`src/logic/damp_sel_defs.svh`:
```
/*
 * Constants for the model-type damping filter selector: register offsets,
 * reset values and frequency/ratio limits.
 * Assumes frequencies are in 0.1 Hz units and ratios in 0.001 units.
 */
// Notes on behaviour
// - auto select disabled writes no frequency
// - auto select copies detected frequency to filter
// - model filter only in position 2dof mode
// - need anti <= resp <= 4*anti <= 300Hz
// - switch 4, product over 8: second conventional
// - fallback uses anti, anti ratio, response
// - all five zero means set off
// - frequencies accept 0 to 3000
// - ratios accept 0 to 1000
`ifndef DAMP_SEL_DEFS_SVH
`define DAMP_SEL_DEFS_SVH

// ----------------------------------------
// register offsets
// ----------------------------------------
`define OFF_SWITCH_SELECT 8'h00
`define OFF_AUTO_SELECT 8'h04
`define OFF_DAMP_FREQ_BASE 8'h08
`define OFF_SET1_BASE 8'h20
`define OFF_SET2_BASE 8'h40
`define OFF_MODE_STATUS 8'h60
`define OFF_CONV_BASE 8'h70

// ----------------------------------------
// limits and resets
// ----------------------------------------
`define FREQ_MAX 12'hBB8
`define RATIO_MAX 12'h3E8
`define FREQ_LOW 12'h032
`define FREQ_HIGH 12'hBB8
`define PRODUCT_LIMIT 6'h08
`define SWITCH_BOTH_MODEL 3'h4
`define SWITCH_RESET 3'h0
`define AUTO_RESET 3'h0
`define PARAM_RESET 12'h000

`endif

```
`src/logic/damp_sel_pkg.sv`:
```
/*
 * Types for the damping filter selector.
 * Assumes the defs header is included by the design file.
 */
package damp_sel_pkg;
	typedef enum logic [1:0] {
		set_off,
		set_conventional,
		set_model
	} set_mode_t;
endpackage

```
`src/logic/model_damping_filter_select.sv`:
```
/*
 * Mode selection for two model-type damping filter sets, plus automatic
 * loading of a detected vibration frequency into one of four damping filters.
 * Assumes the register port master holds strobes one cycle, never both,
 * and that vib_detect_in and the control-mode inputs are on sys_clk_in.
 */
`include "damp_sel_defs.svh"

module model_damping_filter_select (
	input wire logic sys_clk_in,
	input wire logic sys_rst_in,
	input wire logic [7:0] reg_addr_in,
	input wire logic [31:0] reg_wdata_in,
	input wire logic reg_write_in,
	input wire logic reg_read_in,
	output logic [31:0] reg_rdata_out,
	input wire logic position_mode_in,
	input wire logic two_dof_in,
	input wire logic vib_detect_in,
	input wire logic [11:0] vib_freq_in,
	output logic [1:0] set1_mode_out,
	output logic [1:0] set2_mode_out,
	output logic [11:0] conv_freq_out [0:1],
	output logic [11:0] conv_depth_out [0:1],
	output logic [11:0] conv_setup_out [0:1],
	output logic [11:0] damp_freq_out [0:3]
);
	// ----------------------------------------
	// parameter storage
	// ----------------------------------------
	// index per set: 0 reso, 1 reso ratio, 2 anti, 3 anti ratio, 4 response
	logic [11:0] set_param [0:1][0:4];
	logic [2:0] switch_select;
	logic [2:0] auto_select;
	logic wr_set1;
	logic wr_set2;
	logic [2:0] wr_idx;
	logic [11:0] wr_val;
	logic [11:0] wr_lim;

	assign wr_set1 = reg_write_in && reg_addr_in >= `OFF_SET1_BASE
		&& reg_addr_in < `OFF_SET1_BASE + 8'h14;
	assign wr_set2 = reg_write_in && reg_addr_in >= `OFF_SET2_BASE
		&& reg_addr_in < `OFF_SET2_BASE + 8'h14;
	assign wr_idx = wr_set1 ? 3'((reg_addr_in - `OFF_SET1_BASE) >> 2)
		: 3'((reg_addr_in - `OFF_SET2_BASE) >> 2);
	assign wr_lim = wr_idx[0] ? `RATIO_MAX : `FREQ_MAX;
	assign wr_val = reg_wdata_in[31:12] != 20'h00000 || reg_wdata_in[11:0] > wr_lim
		? wr_lim : reg_wdata_in[11:0];

	always_ff @(posedge sys_clk_in) begin
		if (sys_rst_in) begin
			for (int s = 0; s < 2; s++) begin
				for (int p = 0; p < 5; p++) begin
					set_param[s][p] <= `PARAM_RESET;
				end
			end
		end else if (wr_set1) begin
			set_param[0][wr_idx] <= wr_val;
		end else if (wr_set2) begin
			set_param[1][wr_idx] <= wr_val;
		end
	end

	always_ff @(posedge sys_clk_in) begin
		if (sys_rst_in) begin
			switch_select <= `SWITCH_RESET;
			auto_select <= `AUTO_RESET;
		end else if (reg_write_in && reg_addr_in == `OFF_SWITCH_SELECT) begin
			switch_select <= reg_wdata_in[2:0];
		end else if (reg_write_in && reg_addr_in == `OFF_AUTO_SELECT) begin
			auto_select <= reg_wdata_in[2:0] > 3'h4 ? 3'h0 : reg_wdata_in[2:0];
		end
	end

	// ----------------------------------------
	// damping frequencies with auto load
	// ----------------------------------------
	logic [11:0] damp_freq [0:3];
	genvar g;
	generate
		for (g = 0; g < 4; g++) begin : gen_damp
			always_ff @(posedge sys_clk_in) begin
				if (sys_rst_in) begin
					damp_freq[g] <= `PARAM_RESET;
				end else if (vib_detect_in && auto_select == 3'(g + 1)) begin
					damp_freq[g] <= vib_freq_in > `FREQ_MAX ? `FREQ_MAX : vib_freq_in;
				end else if (reg_write_in && reg_addr_in == `OFF_DAMP_FREQ_BASE + 8'(4 * g)) begin
					damp_freq[g] <= reg_wdata_in[31:12] != 20'h00000
						|| reg_wdata_in[11:0] > `FREQ_MAX ? `FREQ_MAX : reg_wdata_in[11:0];
				end
			end
		end
	endgenerate

	// ----------------------------------------
	// mode evaluation
	// ----------------------------------------
	// combinational, so any parameter change is seen next cycle
	logic all_zero [0:1];
	logic model_ok [0:1];
	logic [26:0] prod_lhs;
	logic [26:0] prod_rhs;
	damp_sel_pkg::set_mode_t next_mode [0:1];
	logic control_ok;

	assign control_ok = position_mode_in && two_dof_in;

	generate
		for (g = 0; g < 2; g++) begin : gen_eval
			logic [13:0] anti4;
			assign anti4 = {set_param[g][2], 2'b00};
			assign all_zero[g] = set_param[g][0] == 12'h000 && set_param[g][1] == 12'h000
				&& set_param[g][2] == 12'h000 && set_param[g][3] == 12'h000
				&& set_param[g][4] == 12'h000;
			assign model_ok[g] = set_param[g][2] >= `FREQ_LOW
				&& set_param[g][2] < set_param[g][0] && set_param[g][0] <= `FREQ_HIGH
				&& set_param[g][2] <= set_param[g][4] && {2'b00, set_param[g][4]} <= anti4
				&& anti4 <= {2'b00, `FREQ_HIGH};
		end
	endgenerate

	// product test: r1*r2 > 8 as resp1*resp2 > 8*anti1*anti2
	// 27 bits: eight times two full-scale frequencies overflows 26
	assign prod_lhs = {15'h0000, set_param[0][4]} * {15'h0000, set_param[1][4]};
	assign prod_rhs = {12'h000, set_param[0][2], 3'b000} * {15'h0000, set_param[1][2]};

	always_comb begin
		for (int s = 0; s < 2; s++) begin
			if (all_zero[s]) begin
				next_mode[s] = damp_sel_pkg::set_off;
			end else if (control_ok && model_ok[s]) begin
				next_mode[s] = damp_sel_pkg::set_model;
			end else begin
				next_mode[s] = damp_sel_pkg::set_conventional;
			end
		end
		if (switch_select == `SWITCH_BOTH_MODEL && next_mode[0] == damp_sel_pkg::set_model
			&& next_mode[1] == damp_sel_pkg::set_model && prod_lhs > prod_rhs) begin
			next_mode[1] = damp_sel_pkg::set_conventional;
		end
	end

	always_ff @(posedge sys_clk_in) begin
		if (sys_rst_in) begin
			set1_mode_out <= 2'(damp_sel_pkg::set_off);
			set2_mode_out <= 2'(damp_sel_pkg::set_off);
		end else begin
			set1_mode_out <= 2'(next_mode[0]);
			set2_mode_out <= 2'(next_mode[1]);
		end
	end

	always_ff @(posedge sys_clk_in) begin
		for (int s = 0; s < 2; s++) begin
			if (sys_rst_in) begin
				conv_freq_out[s] <= `PARAM_RESET;
				conv_depth_out[s] <= `PARAM_RESET;
				conv_setup_out[s] <= `PARAM_RESET;
			end else if (next_mode[s] == damp_sel_pkg::set_conventional) begin
				conv_freq_out[s] <= set_param[s][2];
				conv_depth_out[s] <= set_param[s][3];
				conv_setup_out[s] <= set_param[s][4];
			end else begin
				conv_freq_out[s] <= `PARAM_RESET;
				conv_depth_out[s] <= `PARAM_RESET;
				conv_setup_out[s] <= `PARAM_RESET;
			end
		end
	end

	always_ff @(posedge sys_clk_in) begin
		for (int i = 0; i < 4; i++) begin
			damp_freq_out[i] <= sys_rst_in ? `PARAM_RESET : damp_freq[i];
		end
	end

	// ----------------------------------------
	// read port
	// ----------------------------------------
	always_ff @(posedge sys_clk_in) begin
		if (sys_rst_in || !reg_read_in) begin
			reg_rdata_out <= 32'h00000000;
		end else if (reg_addr_in == `OFF_SWITCH_SELECT) begin
			reg_rdata_out <= {29'h0, switch_select};
		end else if (reg_addr_in == `OFF_AUTO_SELECT) begin
			reg_rdata_out <= {29'h0, auto_select};
		end else if (reg_addr_in >= `OFF_DAMP_FREQ_BASE
			&& reg_addr_in < `OFF_DAMP_FREQ_BASE + 8'h10) begin
			reg_rdata_out <= {20'h0, damp_freq[2'((reg_addr_in - `OFF_DAMP_FREQ_BASE) >> 2)]};
		end else if (reg_addr_in >= `OFF_SET1_BASE && reg_addr_in < `OFF_SET1_BASE + 8'h14) begin
			reg_rdata_out <= {20'h0, set_param[0][3'((reg_addr_in - `OFF_SET1_BASE) >> 2)]};
		end else if (reg_addr_in >= `OFF_SET2_BASE && reg_addr_in < `OFF_SET2_BASE + 8'h14) begin
			reg_rdata_out <= {20'h0, set_param[1][3'((reg_addr_in - `OFF_SET2_BASE) >> 2)]};
		end else if (reg_addr_in == `OFF_MODE_STATUS) begin
			reg_rdata_out <= {28'h0, set2_mode_out, set1_mode_out};
		end else begin
			reg_rdata_out <= 32'h00000000;
		end
	end
endmodule
```
`config.mk`:
```
export PLATFORM = sky130hd
export DESIGN_NAME = model_damping_filter_select
export DESIGN_NICKNAME = d
export VERILOG_FILES = /design/src/logic/damp_sel_pkg.sv /design/src/logic/model_damping_filter_select.sv
export VERILOG_INCLUDE_DIRS = /design/src /design/src/logic
export SDC_FILE = /design/constraint.sdc
export NUM_CORES = 1
export LEC_CHECK = 0
export ABC_CLOCK_PERIOD_IN_PS = 19610
export BUFFER_PORTS_ARGS = -buffer_cell sky130_fd_sc_hd__buf_2
export CAP_MARGIN = 15
export CORE_MARGIN = 2
export CORE_UTILIZATION = 34
export CTS_CLUSTER_DIAMETER = 80
export CTS_CLUSTER_SIZE = 14
export DETAILED_ROUTE_END_ITERATION = 7
export MAX_ROUTING_LAYER = met4
export PLACE_DENSITY = 0.58
export SETUP_SLACK_MARGIN = 0.5
export SLEW_MARGIN = 30
export SYNTH_ARGS = -nofsm -noshare
export SYNTH_HDL_FRONTEND = slang
export SYNTH_SLANG_ARGS = --single-unit
```
`constraint.sdc`:
```
create_clock -name sys_clk_in -period 19.61 [get_ports sys_clk_in]
set_input_delay 3.922 -clock sys_clk_in [delete_from_list [all_inputs] [get_ports sys_clk_in]]
set_output_delay 3.922 -clock sys_clk_in [all_outputs]
set_load 0.005 [all_outputs]
```
==> metrics.yaml <==
power.density_nw_per_um2: 124
synthToLayoutAreaGrowth_pct: 11.4
holdBufCountCts: 0
path_buf_inv: 4
fin_util_pct: 38.2
die_y_um: 269
combPwrFrac_pct: 59.8
critPathSlowestCell: "edfxtp_1"
worst_slew_pin_slew_ps: 1070
critPathCaptureType: "flip-flop"
start_util_pct: 34.3
p_int_mw: 1.80
switchingPower_mw: 1.51
gp_congestion: 0.967
die-width_um: 269
cts_buffer_depth: 3
finalSetupViolations: 0
grt_max_degree: 55
ir_drop_uv: 154
drt_pass1_iterations: 5
wl_um: 83400
grt_pass1_wl_um: 125000
antenna_found_initial: 4
synth_cells: 2544
htreeDepth: 1
wl_per_cell_um: 22.9
cp.depth: 26
post_synth_fa_ha_maj_area_fraction_pct: 27.9
yosys.area_share.simple_pct: 17.1
holdPathStages: 1
fp.dieArea_um2: 72600
hold_viol: 0
p_clk_share_pct: 17.2
avgSynthCellArea_um2: 9.42
viasPerCell: 5.39
hp-class: "flip-flop to flip-flop"
synth_top_family_by_area: "adder cells"
rsz0062_at_grt: "false"
cts_num_sinks: 310
core_area_um2: 69900
synth_mux_area_share_pct: 2.14
yosysTopAreaCellShare_pct: 21.1
drc: 0
fin_setup_tns_ps: 0
crit_top_cell: "fa_1"
slew_headroom_pct: 28.8
grtUsageTotal_pct: 23.2
cts.clk_slew.worst_paths_ps: 70
hpwl_um: 62400
arrival_ps: 9310
dp.cells: 3576
synthFlopType: "edfxtp_1"
drt_iter0_drc: 1837
clk_latency_ps: 640
drv_cap: 0
overflow: 0
post-route-period-util_pct: 44.9
cp-start-kind: "flip-flop"
postCtsSetupRepairBufs: 0
max_stage_delay_ps: 800
ios: 215
synth-edff-count: 168
synth.distinct_cells: 79
reg2regPathDepth: 26
seq_area_frac_synth_pct: 32.9
synth_top_area_cell: "edfxtp_1"
vias: 19600
cts_root_buf: "clkbuf_16"
min_period_ps: 8810
row_count: 97
crit_required_ps: 20110
synth_warnings: 0
status: "finished clean"
crit_type: "flip-flop to flip-flop"
io_buffers: 194
tritoncts: "yes"
p_leak_nw: 12.2
fmax_mhz: 114
netlist_area_um2: 24000
synth_compound_area_share_pct: 10.3
drv_slew: 0
cts_buffers: 30
synth_xor_area_share_pct: 1.28
final_layout_size_suffix_gt1_share_pct: 11.7
seq_power_share_pct: 23.0
cts_resized: 0
antenna_left: 0
final_nets: 3141
async_flop_share_pct: 0
critPathTopFamily: "adder cells"
crit_fanout: 38
synth.area.top_cells: "edfxtp_1, fa_1, dfxtp_1"
clock_skew_ps: 53.1
switching_share_pct: 45.6
final_cells: 3634
grt_pass1_vias: 19500
synth-seq-cells: 310
==> cell families (layout without fill, tap and decap cells) <==
family	count (synthesis)	in the layout
AOI/OAI and AO/OA	363	363
and+or+nand+nor	880	880
buffers and inverters	510	639
muxes	31	31
DFF	310	310
adders and majority gates	414	414
xor gates and xnor gates	35	35
other	1	22
==> routing by layer <==
metal | GRT usage [%] | routed length, um | share of wire [%] | up-vias
met5 | - | 0 | 0 | -
met2 | 36.7 | 38700 | 46 | 952
li1 | - | - | - | 8738
met3 | 2.76 | 6550 | 7.9 | 169
met4 | 7.44 | 2910 | 3.5 | 0
met1 | 31.0 | 35200 | 42 | 9738
==> through the flow <==
stage	area, um2	setup WS (ps)	total power [mW]	hold slack [ps]
2_1_floorplan	24000	12420	2.18	450
3_3_place_gp	25700	11210	2.73	464
3_5_place_dp	25700	11000	2.74	466
4_1_cts	26700	10930	3.32	483
5_1_grt	26700	10540	3.59	509
6_report	26700	10800	3.31	486
==> state kept, by name (all words and copies together) (netlist names), 3 cells and up <==
signal,count
reg_rdata_out,12
set_param,120
auto_select,3
switch_select,3
damp_freq,48
conv_freq_out,24
conv_depth_out,24
damp_freq_out,48
conv_setup_out,24
==> cells in the final DEF (no fill, tap or decap), types with 56 or more instances in the layout <==
cell type	Yosys	routed
a21oi_1	87	87
buf_2	5	193
dfxtp_1	142	142
edfxtp_1	168	168
fa_1	200	200
ha_1	214	214
inv_1	355	355
nand2_1	275	275
nor2_1	283	278
nor2b_1	61	61
o21ai_0	57	56
==> cell usage after synthesis, types with 28 or more instances <==
cell type / number
inv_1: 355
nor2_1: 283
nand2_1: 275
ha_1: 214
fa_1: 200
edfxtp_1: 168
dfxtp_1: 142
clkbuf_1: 110
a21oi_1: 87
nor2b_1: 61
o21ai_0: 57
nor4_1: 56
o22ai_1: 46
nand3_1: 41
and2_1: 35
a22oi_1: 28
==> final cells by class <==
type,instances,area [um2]
Antenna cell,2,5.00
Clock buffer,47,815
Clock inverter,9,115
Fill cell,7153,43200
Inverter,369,1390
Multi-Input combinational cell,1743,14200
Sequential cell,310,7890
Tap cell,940,1180
Timing Repair Buffer,214,1120
==> power by group through the flow <==
stage / combinational [mW] / sequential [mW] / clock (mW)
floorplan: 1.44 / 0.742 / 0
global placement: 1.96 / 0.773 / 0
detailed placement: 1.97 / 0.773 / 0
CTS: 1.98 / 0.758 / 0.579
global route: 2.23 / 0.762 / 0.603
finish: 1.98 / 0.761 / 0.570
==> final timing paths <==
check	from	end	slack [ps]
setup / recovery	set_param[0][1]	conv_setup_out[1]	10800
hold / removal	damp_freq[3][9]	damp_freq_out[9]	490
setup reg to reg	set_param[0][1]	conv_setup_out[1]	10800
hold reg to reg	damp_freq[3][9]	damp_freq_out[9]	490
Note: power is estimated with default switching activity, not from simulation.
